$ cat src/verilog/dacuc_defs.vh
// constants shared by the dac update control block
`ifndef DACUC_DEFS_VH
`define DACUC_DEFS_VH

// timing, clock at 50 mhz
`define DACUC_CLK_MHZ 50
`define DACUC_STAGE_NS 500
`define DACUC_TAIL_NS 250
`define DACUC_INIT_US 300
`define DACUC_STAGE_CYC ((`DACUC_STAGE_NS * `DACUC_CLK_MHZ) / 1000)
`define DACUC_TAIL_CYC ((`DACUC_TAIL_NS * `DACUC_CLK_MHZ) / 1000)
`define DACUC_INIT_CYC (`DACUC_INIT_US * `DACUC_CLK_MHZ)

// write kinds on the written-register strobe
`define DACUC_WK_INPUT 3'h0
`define DACUC_WK_GAIN 3'h1
`define DACUC_WK_OFFSET 3'h2
`define DACUC_WK_ABSEL0 3'h3
`define DACUC_WK_ABSEL1 3'h4
`define DACUC_WK_OFSDAC 3'h5
`define DACUC_WK_MONITOR 3'h6
`define DACUC_WK_GPIO 3'h7

// coefficient memory fields, address is {field, channel}
`define DACUC_FLD_X1A 3'h0
`define DACUC_FLD_X1B 3'h1
`define DACUC_FLD_GAIN 3'h2
`define DACUC_FLD_OFFS 3'h3
`define DACUC_FLD_X2A 3'h4
`define DACUC_FLD_X2B 3'h5
`define DACUC_FLD_DAC 3'h6

// reset values
`define DACUC_RST_X1 16'h8000
`define DACUC_RST_GAIN 16'hffff
`define DACUC_RST_OFFS 16'h8000
`define DACUC_RST_X2 16'h8000
`define DACUC_RST_OFSDAC 14'h2000
`define DACUC_RST_MON 6'h00
`define DACUC_RST_GPIO 2'h0
`define DACUC_MID_SCALE 19'h08000

// monitor and gpio field positions
`define DACUC_MON_EN_BIT 5
`define DACUC_MON_SRC_BIT 4
`define DACUC_PIN_DIR_BIT 1
`define DACUC_PIN_LVL_BIT 0

`endif

$ cat src/verilog/dacuc_ctrl.v
// dac update control: reset sequence, clear, busy, load and side registers
`timescale 1ns/1ps
`include "dacuc_defs.vh"

module dacuc_ctrl #(
   parameter INIT_CYC = `DACUC_INIT_CYC
) (
   input wire core_clk,
   input wire srst,
   input wire reset_pin_n,
   input wire output_clear_n,
   input wire load_strobe_n,
   input wire data_format_sel,
   input wire busy_n_in,
   output wire busy_n_out,
   output wire busy_n_oe,
   input wire gpio_in,
   output wire gpio_out,
   output wire gpio_oe,
   input wire wr_valid,
   input wire [2:0] wr_kind,
   input wire [15:0] wr_chan_mask,
   input wire wr_ab,
   input wire [15:0] wr_data,
   output wire wr_ready,
   output wire [15:0] gpio_read_word,
   output wire [5:0] output_monitor_select,
   output wire monitor_output_en,
   output wire monitor_route_input,
   output wire [3:0] monitor_chan_sel,
   output wire monitor_input_sel,
   output wire [15:0] ab_select,
   output wire [13:0] offset_dac_0,
   output wire [13:0] offset_dac_1,
   output wire outputs_grounded,
   output wire init_active,
   output wire dac_upd_valid,
   output wire [3:0] dac_upd_chan,
   output wire [15:0] dac_upd_code
);
   localparam ST_HOLD = 3'h0;
   localparam ST_INIT = 3'h1;
   localparam ST_IDLE = 3'h2;
   localparam ST_CALC = 3'h3;
   localparam ST_TAIL = 3'h4;
   localparam ST_LOAD = 3'h5;
   // tail one cycle short: the held-write cycle already counts as busy
   localparam integer STAGE_I = `DACUC_STAGE_CYC - 1;
   localparam integer TAIL_I = `DACUC_STAGE_CYC + `DACUC_TAIL_CYC - 2;
   localparam integer INIT_I = INIT_CYC - 1;
   localparam [4:0] STAGE_LAST = STAGE_I[4:0];
   localparam [5:0] TAIL_LAST = TAIL_I[5:0];
   localparam [15:0] INIT_LAST = INIT_I[15:0];

   wire [5:0] pins_sync;
   wire rst_pin_s;
   wire clr_s;
   wire load_s;
   wire busy_line_s;
   wire gpio_s;
   wire fmt_s;
   wire [15:0] mem_rdata;
   reg mem_we;
   reg [6:0] mem_addr;
   reg [15:0] mem_wdata;

   reg [2:0] state_reg;
   reg [15:0] cnt_reg;
   reg [4:0] step_reg;
   reg [3:0] chan_reg;
   reg rst_pin_d_reg;
   reg load_d_reg;
   reg busy_line_d_reg;
   reg load_pend_reg;
   reg ground_reg;
   reg need_change_reg;
   reg hold_valid_reg;
   reg [2:0] hold_kind_reg;
   reg [15:0] hold_mask_reg;
   reg hold_ab_reg;
   reg [15:0] hold_data_reg;
   reg [2:0] job_kind_reg;
   reg [15:0] job_mask_reg;
   reg job_ab_reg;
   reg [15:0] job_data_reg;
   reg [15:0] cap_x1_reg;
   reg [15:0] cap_m_reg;
   reg [15:0] chg_a_reg;
   reg [15:0] chg_b_reg;
   reg [15:0] ab_sel_reg;
   reg [5:0] mon_reg;
   reg [1:0] gpio_reg;
   reg [13:0] ofs0_reg;
   reg [13:0] ofs1_reg;
   reg upd_valid_reg;
   reg [3:0] upd_chan_reg;
   reg [15:0] upd_code_reg;

   // pins from outside pass two flip-flops
   dacuc_sync #(.WIDTH(6)) u_sync (
      .core_clk(core_clk),
      .srst(srst),
      .async_in({data_format_sel, gpio_in, busy_n_in,
                 load_strobe_n, output_clear_n, reset_pin_n}),
      .rst_val(6'h1f),
      .sync_out(pins_sync)
   );
   assign rst_pin_s = pins_sync[0];
   assign clr_s = pins_sync[1];
   assign load_s = pins_sync[2];
   assign busy_line_s = pins_sync[3];
   assign gpio_s = pins_sync[4];
   // format resets to binary, the other pins to their idle high
   assign fmt_s = pins_sync[5];

   dacuc_mem u_mem (
      .core_clk(core_clk),
      .we(mem_we),
      .addr(mem_addr),
      .wdata(mem_wdata),
      .rdata(mem_rdata)
   );

   // lowest pending channel of a mask
   function [4:0] first_chan;
      input [15:0] mask;
      integer k;
      begin
         first_chan = 5'h10;
         for (k = 15; k >= 0; k = k - 1) begin
            if (mask[k]) begin
               first_chan = k[4:0];
            end
         end
      end
   endfunction

   // twos complement input turned into offset binary
   wire conv = fmt_s && (wr_kind == `DACUC_WK_INPUT ||
      wr_kind == `DACUC_WK_OFFSET);
   wire [15:0] wr_conv = {wr_data[15] ^ conv, wr_data[14:0]};
   wire ofs_conv = fmt_s && (wr_kind == `DACUC_WK_OFSDAC);
   wire [13:0] ofs_val = {wr_data[13] ^ ofs_conv, wr_data[12:0]};
   wire calc_kind = (wr_kind == `DACUC_WK_INPUT) ||
      (wr_kind == `DACUC_WK_GAIN) || (wr_kind == `DACUC_WK_OFFSET);
   wire live = (state_reg != ST_HOLD) && (state_reg != ST_INIT);
   assign wr_ready = live && (!calc_kind || !hold_valid_reg);
   wire wr_take = wr_valid && wr_ready;
   wire own_busy = hold_valid_reg || state_reg == ST_CALC ||
      state_reg == ST_TAIL;

   // recalculated code: x1 * (m + 1) / 2^16 + c - 2^15, saturated
   wire [32:0] prod = cap_x1_reg * ({1'b0, cap_m_reg} + 17'h00001);
   wire [18:0] sum = {2'b00, prod[32:16]} + {3'b000, mem_rdata} -
      `DACUC_MID_SCALE;
   wire [15:0] x2_val = sum[18] ? 16'h0000 :
      (sum[17:16] != 2'b00) ? 16'hffff : sum[15:0];
   wire [4:0] next_chan = first_chan(job_mask_reg & ~(16'h0001 << chan_reg));
   wire [4:0] hold_first = first_chan(hold_mask_reg);
   wire x1_fld_b = job_ab_reg;
   wire [2:0] job_fld = (job_kind_reg == `DACUC_WK_GAIN) ? `DACUC_FLD_GAIN :
      (job_kind_reg == `DACUC_WK_OFFSET) ? `DACUC_FLD_OFFS :
      (x1_fld_b ? `DACUC_FLD_X1B : `DACUC_FLD_X1A);
   wire load_sel_b = ab_sel_reg[chan_reg];
   wire load_chg = load_sel_b ? chg_b_reg[chan_reg] : chg_a_reg[chan_reg];
   wire busy_rise = busy_line_s && !busy_line_d_reg;
   wire load_fall = !load_s && load_d_reg;

   // memory port steering per state
   always @* begin
      mem_we = 1'b0;
      mem_addr = {`DACUC_FLD_X1A, chan_reg};
      mem_wdata = `DACUC_RST_X1;
      case (state_reg)
         ST_INIT: begin
            mem_we = (cnt_reg < 16'h0070);
            mem_addr = cnt_reg[6:0];
            case (cnt_reg[6:4])
               `DACUC_FLD_GAIN: mem_wdata = `DACUC_RST_GAIN;
               `DACUC_FLD_OFFS: mem_wdata = `DACUC_RST_OFFS;
               `DACUC_FLD_X1A, `DACUC_FLD_X1B: mem_wdata = `DACUC_RST_X1;
               default: mem_wdata = `DACUC_RST_X2;
            endcase
         end
         ST_CALC: begin
            case (step_reg)
               5'h00: begin
                  mem_we = 1'b1;
                  mem_addr = {job_fld, chan_reg};
                  mem_wdata = job_data_reg;
               end
               5'h01: mem_addr = {(job_ab_reg ? `DACUC_FLD_X1B :
                  `DACUC_FLD_X1A), chan_reg};
               5'h02: mem_addr = {`DACUC_FLD_GAIN, chan_reg};
               5'h03: mem_addr = {`DACUC_FLD_OFFS, chan_reg};
               5'h04: begin
                  mem_we = 1'b1;
                  mem_addr = {(job_ab_reg ? `DACUC_FLD_X2B :
                     `DACUC_FLD_X2A), chan_reg};
                  mem_wdata = x2_val;
               end
               default: mem_addr = {`DACUC_FLD_X1A, chan_reg};
            endcase
         end
         ST_LOAD: begin
            mem_we = step_reg[0] && load_chg;
            mem_addr = step_reg[0] ? {`DACUC_FLD_DAC, chan_reg} :
               {(load_sel_b ? `DACUC_FLD_X2B : `DACUC_FLD_X2A),
               chan_reg};
            mem_wdata = mem_rdata;
         end
         default: mem_addr = {`DACUC_FLD_X1A, chan_reg};
      endcase
   end

   // main sequencer: init, recalculation, busy tail and load
   always @(posedge core_clk) begin
      if (srst) begin
         state_reg <= ST_INIT;
         cnt_reg <= 16'h0000;
         step_reg <= 5'h00;
         chan_reg <= 4'h0;
         job_kind_reg <= `DACUC_WK_INPUT;
         job_mask_reg <= 16'h0000;
         job_ab_reg <= 1'b0;
         job_data_reg <= 16'h0000;
         cap_x1_reg <= 16'h0000;
         cap_m_reg <= 16'h0000;
         hold_valid_reg <= 1'b0;
         hold_kind_reg <= 3'h0;
         hold_mask_reg <= 16'h0000;
         hold_ab_reg <= 1'b0;
         hold_data_reg <= 16'h0000;
         chg_a_reg <= 16'h0000;
         chg_b_reg <= 16'h0000;
         upd_valid_reg <= 1'b0;
         upd_chan_reg <= 4'h0;
         upd_code_reg <= 16'h0000;
      end else begin
         upd_valid_reg <= 1'b0;
         if (wr_take && calc_kind && wr_chan_mask != 16'h0000) begin
            hold_valid_reg <= 1'b1;
            hold_kind_reg <= wr_kind;
            hold_mask_reg <= wr_chan_mask;
            hold_ab_reg <= wr_ab;
            hold_data_reg <= wr_conv;
         end
         if (!rst_pin_s) begin
            state_reg <= ST_HOLD;
            hold_valid_reg <= 1'b0;
         end else begin
            case (state_reg)
               ST_HOLD: begin
                  if (!rst_pin_d_reg) begin
                     state_reg <= ST_INIT;
                     cnt_reg <= 16'h0000;
                  end
               end
               ST_INIT: begin
                  cnt_reg <= cnt_reg + 16'h0001;
                  chg_a_reg <= 16'h0000;
                  chg_b_reg <= 16'h0000;
                  if (cnt_reg >= INIT_LAST) begin
                     state_reg <= ST_IDLE;
                  end
               end
               ST_IDLE: begin
                  if (hold_valid_reg) begin
                     state_reg <= ST_CALC;
                     hold_valid_reg <= 1'b0;
                     job_kind_reg <= hold_kind_reg;
                     job_mask_reg <= hold_mask_reg;
                     job_ab_reg <= hold_ab_reg;
                     job_data_reg <= hold_data_reg;
                     chan_reg <= hold_first[3:0];
                     step_reg <= 5'h00;
                  end else if (load_pend_reg && busy_line_s) begin
                     state_reg <= ST_LOAD;
                     chan_reg <= 4'h0;
                     step_reg <= 5'h00;
                  end
               end
               ST_CALC: begin
                  step_reg <= step_reg + 5'h01;
                  if (step_reg == 5'h02) begin
                     cap_x1_reg <= mem_rdata;
                  end
                  if (step_reg == 5'h03) begin
                     cap_m_reg <= mem_rdata;
                  end
                  if (step_reg == 5'h04) begin
                     if (job_ab_reg) begin
                        chg_b_reg[chan_reg] <= 1'b1;
                     end else begin
                        chg_a_reg[chan_reg] <= 1'b1;
                     end
                  end
                  if (step_reg == STAGE_LAST) begin
                     step_reg <= 5'h00;
                     if (!next_chan[4]) begin
                        chan_reg <= next_chan[3:0];
                        job_mask_reg[chan_reg] <= 1'b0;
                     end else begin
                        state_reg <= ST_TAIL;
                        cnt_reg <= 16'h0000;
                     end
                  end
               end
               ST_TAIL: begin
                  cnt_reg <= cnt_reg + 16'h0001;
                  if (cnt_reg[5:0] >= TAIL_LAST) begin
                     state_reg <= ST_IDLE;
                  end
               end
               ST_LOAD: begin
                  step_reg <= {4'h0, ~step_reg[0]};
                  if (step_reg[0]) begin
                     if (load_chg) begin
                        upd_valid_reg <= 1'b1;
                        upd_chan_reg <= chan_reg;
                        upd_code_reg <= mem_rdata;
                        if (load_sel_b) begin
                           chg_b_reg[chan_reg] <= 1'b0;
                        end else begin
                           chg_a_reg[chan_reg] <= 1'b0;
                        end
                     end
                     chan_reg <= chan_reg + 4'h1;
                     if (chan_reg == 4'hf) begin
                        state_reg <= ST_IDLE;
                     end
                  end
               end
               default: state_reg <= ST_IDLE;
            endcase
         end
      end
   end

   // edge history, stored load, output grounding
   always @(posedge core_clk) begin
      if (srst) begin
         rst_pin_d_reg <= 1'b1;
         load_d_reg <= 1'b1;
         busy_line_d_reg <= 1'b1;
         load_pend_reg <= 1'b0;
         ground_reg <= 1'b1;
         need_change_reg <= 1'b1;
      end else begin
         rst_pin_d_reg <= rst_pin_s;
         load_d_reg <= load_s;
         busy_line_d_reg <= busy_line_s;
         if (!rst_pin_s || state_reg == ST_INIT) begin
            ground_reg <= 1'b1;
            need_change_reg <= 1'b1;
            load_pend_reg <= 1'b0;
         end else if (!clr_s) begin
            ground_reg <= 1'b1;
            load_pend_reg <= 1'b0;
         end else begin
            // a changed channel reaching its dac ends the reset grounding
            if (state_reg == ST_LOAD && step_reg[0] && load_chg) begin
               need_change_reg <= 1'b0;
            end
            if (state_reg == ST_LOAD && step_reg[0] && chan_reg == 4'hf) begin
               load_pend_reg <= 1'b0;
               if (!need_change_reg || load_chg) begin
                  ground_reg <= 1'b0;
               end
            end
            // a new event wins over the completion clear
            if (load_fall || (!load_s && busy_rise)) begin
               load_pend_reg <= 1'b1;
            end
         end
      end
   end

   // side registers: a/b select, offset dacs, monitor, gpio
   always @(posedge core_clk) begin
      if (srst || state_reg == ST_INIT) begin
         ab_sel_reg <= 16'h0000;
         ofs0_reg <= `DACUC_RST_OFSDAC;
         ofs1_reg <= `DACUC_RST_OFSDAC;
         mon_reg <= `DACUC_RST_MON;
         gpio_reg <= `DACUC_RST_GPIO;
      end else if (wr_take) begin
         case (wr_kind)
            `DACUC_WK_ABSEL0: ab_sel_reg[7:0] <= wr_data[7:0];
            `DACUC_WK_ABSEL1: ab_sel_reg[15:8] <= wr_data[7:0];
            `DACUC_WK_OFSDAC: begin
               if (wr_chan_mask[0]) begin
                  ofs0_reg <= ofs_val;
               end
               if (wr_chan_mask[8]) begin
                  ofs1_reg <= ofs_val;
               end
            end
            `DACUC_WK_MONITOR: mon_reg <= wr_data[5:0];
            `DACUC_WK_GPIO: gpio_reg <= wr_data[1:0];
            default: mon_reg <= mon_reg;
         endcase
      end
   end

   // busy is open drain: pulled low while own work runs
   assign busy_n_out = 1'b0;
   assign busy_n_oe = own_busy;
   assign gpio_oe = gpio_reg[`DACUC_PIN_DIR_BIT];
   assign gpio_out = gpio_reg[`DACUC_PIN_LVL_BIT];
   assign gpio_read_word = {15'h0000, gpio_s};
   assign output_monitor_select = mon_reg;
   assign monitor_output_en = mon_reg[`DACUC_MON_EN_BIT];
   assign monitor_route_input = mon_reg[`DACUC_MON_SRC_BIT];
   assign monitor_chan_sel = mon_reg[3:0];
   assign monitor_input_sel = mon_reg[0];
   assign ab_select = ab_sel_reg;
   assign offset_dac_0 = ofs0_reg;
   assign offset_dac_1 = ofs1_reg;
   // clear grounds the outputs and drops pending loads; stored data stays
   assign outputs_grounded = ground_reg;
   assign init_active = (state_reg == ST_INIT) || (state_reg == ST_HOLD);
   assign dac_upd_valid = upd_valid_reg;
   assign dac_upd_chan = upd_chan_reg;
   assign dac_upd_code = upd_code_reg;
endmodule // dacuc_ctrl

$ cat src/verilog/dacuc_mem.v
// per-channel coefficient and data memory with registered read
`timescale 1ns/1ps
module dacuc_mem (
   input wire core_clk,
   input wire we,
   input wire [6:0] addr,
   input wire [15:0] wdata,
   output reg [15:0] rdata
);
   reg [15:0] mem [0:127];
   // single port, read data one cycle after the address
   always @(posedge core_clk) begin
      if (we) begin
         mem[addr] <= wdata;
      end
      rdata <= mem[addr];
   end
endmodule // dacuc_mem

$ cat src/verilog/dacuc_sync.v
// two flip-flop synchroniser for pins from outside the clock domain
`timescale 1ns/1ps
module dacuc_sync #(
   parameter WIDTH = 6
) (
   input wire core_clk,
   input wire srst,
   input wire [WIDTH-1:0] async_in,
   input wire [WIDTH-1:0] rst_val,
   output wire [WIDTH-1:0] sync_out
);
   reg [WIDTH-1:0] meta_reg;
   reg [WIDTH-1:0] sync_reg;
   genvar i;
   // one chain per bit, first stage read only by the second
   generate
      for (i = 0; i < WIDTH; i = i + 1) begin : g_bit
         always @(posedge core_clk) begin
            if (srst) begin
               meta_reg[i] <= rst_val[i];
               sync_reg[i] <= rst_val[i];
            end else begin
               meta_reg[i] <= async_in[i];
               sync_reg[i] <= meta_reg[i];
            end
         end
      end
   endgenerate
   assign sync_out = sync_reg;
endmodule // dacuc_sync
$ cat config.mk
export PLATFORM = sky130hd
export DESIGN_NAME = dacuc_ctrl
export DESIGN_NICKNAME = d
export VERILOG_FILES = /design/src/verilog/dacuc_ctrl.v /design/src/verilog/dacuc_mem.v /design/src/verilog/dacuc_sync.v
export VERILOG_INCLUDE_DIRS = /design/src /design/src/verilog
export SDC_FILE = /design/constraint.sdc
export NUM_CORES = 2
export LEC_CHECK = 0
export ABC_AREA = 1
export BUFFER_PORTS_ARGS = -buffer_cell sky130_fd_sc_hd__buf_2
export CORE_ASPECT_RATIO = 1.75
export CORE_MARGIN = 3
export CORE_UTILIZATION = 60
export DETAILED_ROUTE_END_ITERATION = 16
export PLACE_DENSITY_LB_ADDON = 0.05
export SYNTH_ARGS = -nofsm -noshare
export SYNTH_HDL_FRONTEND = slang
export SYNTH_HIERARCHICAL = 1
export SYNTH_SLANG_ARGS = --single-unit
$ cat constraint.sdc
create_clock -name core_clk -period 24 [get_ports core_clk]
set_input_delay 4.8 -clock core_clk [delete_from_list [all_inputs] [get_ports core_clk]]
set_output_delay 4.8 -clock core_clk [all_outputs]
set_load 0.005 [all_outputs]
# Yosys cells after proc, flatten, opt, wreduce, memory -nomap -nowiden
# Memories as Yosys holds them, arrays and structs flattened. A register that Yosys moved wholly into a read port is not among the register bits.
# Index checks and enable logic that the tools add are counted.
# totals
n_memories	1
in_bits	45
elab_cells	294
output_inout_bits	101
ram_bits	2048
reg_bits	256
# op_classes
order_cmp	5
bitwise	14
mul	1
muxes	105
n_eq_ne	46
n_reduce_logical	70
shift	1
add_sub_neg	6
# mem_list
name	depth	word_bits	read_ports	rd_ports_with_merged_regs	wr	line	text
u_mem.mem	128	16	1	1	1	dacuc_mem.v:10	reg [15:0] mem [0:127];
# op_table
cell	count
$mux W16	18
$pmux W16 S3	4
$mux W5	19
$mux W4	21
$and A16 B16 Y16	4
$pmux W16 S2	2
$pmux W7 S5	1
$mul A16 B17 Y33	1
$mux W3	11
$not A16 Y16	2
$or A16 B16 Y16	2
$ne A2 B2 Y1 const B	12
$ne A3 B3 Y1 const B	8
$pmux W7 S3	1
$sub A18 B16 Y19 const B	1
$add A17 B16 Y18	1
$eq A3 B2 Y1 const B	6
$eq A3 B3 Y1 const B	6
$mux W1	18
$pmux W3 S6	1
$reduce_and A3 Y1	6
$add A16 B1 Y17 const B	1
$add A16 B1 Y16 const B	1
$ge A16 B14 Y1 const B	1
other kinds (42)	100

# Longest topological paths before layout
# depth
depth_word	23
ltp_mapped	50

# Hierarchy
# Netlist, hierarchy kept.
# modules_own_cells
module	cells_each	instances	seq_area_each_um2	area_per_inst_um2
dacuc_mem	8618	1	61819.3	86909.6
dacuc_ctrl	2969	1	4884.7	21345.5
dacuc_sync	44	1	240.2	370.4

# Least setup slack after synthesis
# OpenSTA, ideal clock, no wires.
# synth_path
path_kind	flip-flop to flip-flop
from	register cap_m_reg[0]
to	memory u_mem.mem[0][10] (data pin)
path_slack_ns	13.418
arrival_ns	10.071
stages_incl_launch_ff	47
path_buffers	1
t_required_ns	23.489
synth_period_minus_slack_ns	10.582
path_cell_list	dfxtp_1 inv_1 nor3_1 nand2_1 nor2_1 nand2_1 nor4_1 or2_2 nand2_1 inv_2 nand2_1 fa_1 fa_1 inv_1 fa_1 inv_1 fa_1 inv_1 [11 not listed] xor2_1 ha_1 ha_1 fa_1 nand3_1 nand3_1 a21oi_1 o21ai_0 a21oi_1 inv_1 nand3_1 nand2_1 buf_2 nand3_1 nand2_1 nand2_1 nand2_1 nand2_1
# synth_between
elab_chain_len	9
# synth_lines
item	line	text
start, declared	dacuc_ctrl.v:87	reg [15:0] cap_m_reg;
start signal, assigned	dacuc_ctrl.v:289	cap_m_reg <= mem_rdata;
$add A16 B1 Y17 (*)	dacuc_ctrl.v:153	wire [32:0] prod = cap_x1_reg * ({1'b0, cap_m_reg} + 17'h00001);
$mul A16 B17 Y33 (*)	dacuc_ctrl.v:153	
$add A17 B16 Y18 (*)	dacuc_ctrl.v:154	wire [18:0] sum = {2'b00, prod[32:16]} + {3'b000, mem_rdata} -
$sub A18 B16 Y19 (no source line) (*)	--	
$reduce_bool A2 Y1	dacuc_ctrl.v:157	(sum[17:16] != 2'b00) ? 16'hffff : sum[15:0];
$mux W16	dacuc_ctrl.v:157	
$mux W16 (*)	dacuc_ctrl.v:156	wire [15:0] x2_val = sum[18] ? 16'h0000 :
$pmux W16 S2 (*)	dacuc_ctrl.v:186	case (step_reg)
$pmux W16 S3 (*)	dacuc_ctrl.v:174	case (state_reg)
via mem_wdata[10]	dacuc_ctrl.v:65	reg [15:0] mem_wdata;
end, declared	dacuc_mem.v:10	
# Mark *: on every way through the listed nets, which the timed path passes. The rest lies on a longest branch.

# Worst setup path after layout
# layout_path
from	register cap_m_reg[0]
to	memory u_mem.mem[112][3] (data pin)
# The elaborated chain is that of the path after synthesis.

==> impl_metrics.json <==
{
  "cts_root_buffer": "clkbuf_16",
  "slew_headroom_pct": 13.9,
  "synthSimpleGateAreaFrac_pct": 25.3,
  "grt_antenna_before_repair": 5,
  "end_kind": "flip-flop",
  "fp.coreArea_um2": 180000,
  "synth_cell_types": 54,
  "reg2regPathDepth": 46,
  "synth_top_family_by_area": "simple AND/OR/NAND/NOR gates",
  "synth-edff-count": 2048,
  "grt_max_degree": 180,
  "nets": 12000,
  "vdd_ir_drop_max_uv": 82.4,
  "vias": 79800,
  "ys_seq_area_share_pct": 61.6,
  "r2r-start": "cap_m_reg[0]",
  "dieArea_um2": 186000,
  "required_ns": 24.44,
  "grt_util_met1_pct": 41.7,
  "multi_input_area_um2": 37300,
  "row_count": 206,
  "muxShareOfSynthArea_pct": 0.00921,
  "hold_start": "u_sync/sync_out[1]",
  "wl_per_cell_um": 22.6,
  "layout-drive-gt1-share_pct": 6.34,
  "synth_xor_area_share_pct": 0.290,
  "setup_ws_ns": 11.63,
  "hp-class": "reg -> reg",
  "comb_power_share_pct": 16.0,
  "async_reset_ff_share_pct": 0,
  "n_fill_cell": 14500,
  "clk_pin_slew_ns": 0.06,
  "grt_pass1_wl_um": 477000,
  "drc": 0,
  "slowest_stage": "buf_4",
  "largest_register_ffs": 2048,
  "ys_warn_count": 6,
  "htreeDepth": 4,
  "finalPower_mw": 9.31,
  "ys_seq_elements": 2320,
  "yosys.area_share.adder_pct": 5.54,
  "ant_nets": 0,
  "final_hold_viol_count": 0,
  "critical_path.most_common_cell": "nand2_1",
  "cp_data_arrival_time_ns": 12.81,
  "postSynthCellCount": 11600,
  "tightest_slew_ns": 1.29,
  "r2r_end": "u_mem/mem[112][3]",
  "initial_utilization_pct": 60.4,
  "final-seq-area_um2": 66900,
  "place_ws_ns": 11.67,
  "path_depth": 46,
  "yosys.area.top_type": "edfxtp_1",
  "portBuffers": 129,
  "grt_busiest_layer": "met2",
  "synth.top_cell.area_share_pct": 56.6,
  "cts_buffer_depth": 4,
  "regToRegSetupSlack_ns": 11.63,
  "io-pin-count": 146,
  "cts_resized": 0,
  "cp_max_fo": 84,
  "power_frac_seq_pct": 48.1,
  "cp_top_family": "adder cells",
  "regMostFlops": "u_mem/mem",
  "fin_crit_sh_pct": 51.5,
  "setup_viol": 0,
  "die_w_um": 328,
  "clock_latency_ns": 0.85,
  "routed_wl_um": 321000,
  "grt_util_met2_pct": 58.9,
  "fin_tns_setup_ns": 0,
  "syn_area_per_cell_um2": 9.34,
  "holdPathEnd": "outputs_grounded",
  "period_minus_slack_ns": 12.37,
  "p_leak_nw": 48.9,
  "final_cell_mix": "nand2_1 (6,224), edfxtp_1 (2,048), nor2_1 (657)",
  "dp_hpwl_um": 197000,
  "holdPathStages": 1,
  "skew_ns": 0.0615,
  "synth_compound_area_share_pct": 2.90,
  "fmax_mhz": 80.8,
  "power.internal_mw": 6.70,
  "synth_area_um2": 109000,
  "final_common_cell": "nand2_1",
  "area_delta_synth_final_pct": 8.86,
  "start_kind": "flip-flop",
  "die_h_um": 569,
  "rsz0062_at_grt": "no",
  "drtIter0Drc": 7697,
  "p_switching_mw": 2.61,
  "grt_usage_pct": 34.2,
  "fin_util_pct": 65.7,
  "synth_ff_type": "edfxtp_1",
  "switching_share_pct": 28.1,
  "drv_slew": 0,
  "cts.sinks": 2320,
  "cts_tree": "built",
  "power_density_nw_per_um2": 78.7,
  "grt_pass1_vias": 77300,
  "drtPass1Iterations": 9,
  "cts_buffers": 206,
  "post_cts_buffers": 0,
  "synth.area.top_cells": "edfxtp_1 (57%), nand2_1 (22%), dfxtp_1 (5.0%)",
  "pwr-share-clk_pct": 35.9,
  "critPathKind": "reg -> reg",
  "path_buf_inv": 9,
  "vias_per_cell": 5.63,
  "grt_overflow_total": 0,
  "place_congestion": 0.983,
  "outcome": "completed",
  "cts_hold_buf": 0,
  "maxCapViolCount": 0,
  "grtUsageMet3_pct": 4.56,
  "crit_path_max_incr_delay_ns": 0.83
}
## layout make-up
cell class / instances / area share [%]
repair buffers: 315 / 1.79
inverters: 555 / 1.78
flip-flops and latches: 2320 / 56.6
diodes: 3 / 0.00635
clock inverters: 123 / 1.11
multi-input cells: 8209 / 31.6
clock buffers: 248 / 4.59
well taps: 2392 / 2.53
## synth_stat cells, drive strengths merged (8+ instances only)
cell type  instances
clkbuf           237
fa               208
o211ai             8
nor4              17
xnor2             20
ha               148
a31oi             18
xor2              16
inv              543
nand2           6243
edfxtp          2048
clkinv            12
dfxtp            272
nor2             721
or2               19
nor3              27
nand4             15
buf              330
a21oi            226
nand3            145
o21ai            313
## stage by stage
step           std cells  hold WS, ns  instance area [µm²]
6_report           14200        0.417               118000
5_1_grt            14200        0.446               118000
4_1_cts            14200        0.413               118000
3_5_place_dp       13800        0.391               111000
3_3_place_gp       13800        0.394               111000
2_1_floorplan      11700        0.381               109000
## power by group through the flow
stage / logic, mW / registers [mW] / clock network (mW)
after global placement: 1.44 / 4.56 / 0
after CTS: 1.47 / 4.47 / 3.38
after global routing: 1.65 / 4.47 / 3.54
after detailed placement: 1.46 / 4.56 / 0
after floorplan: 0.988 / 4.53 / 0
final: 1.49 / 4.47 / 3.34
## how the worst max path moves through the flow
stage,start,endpoint
after CTS,cap_m_reg[0],u_mem/mem[113][11]
after global placement,cap_m_reg[0],u_mem/mem[96][11]
after detailed placement,cap_m_reg[0],u_mem/mem[116][11]
after global routing,cap_m_reg[0],u_mem/mem[113][11]
final,cap_m_reg[0],u_mem/mem[112][3]
after floorplan,cap_m_reg[0],u_mem/mem[0][10]
## metal layers
layer	up-vias	wire, µm
li1	37100	-
met1	38000	115000
met5	-	0
met3	905	25500
met2	3699	160000
met4	0	20700
## kinds of logic after synthesis
family / after synthesis
XOR/XNOR: 36
flip-flops: 2320
AND/OR/NAND/NOR: 7195
buffers and inverters: 1122
adder cells (fa/ha/maj): 356
multiplexers: 1
AO/OA/AOI/OAI: 599
other: 2
(Power assumes the default switching activity.)
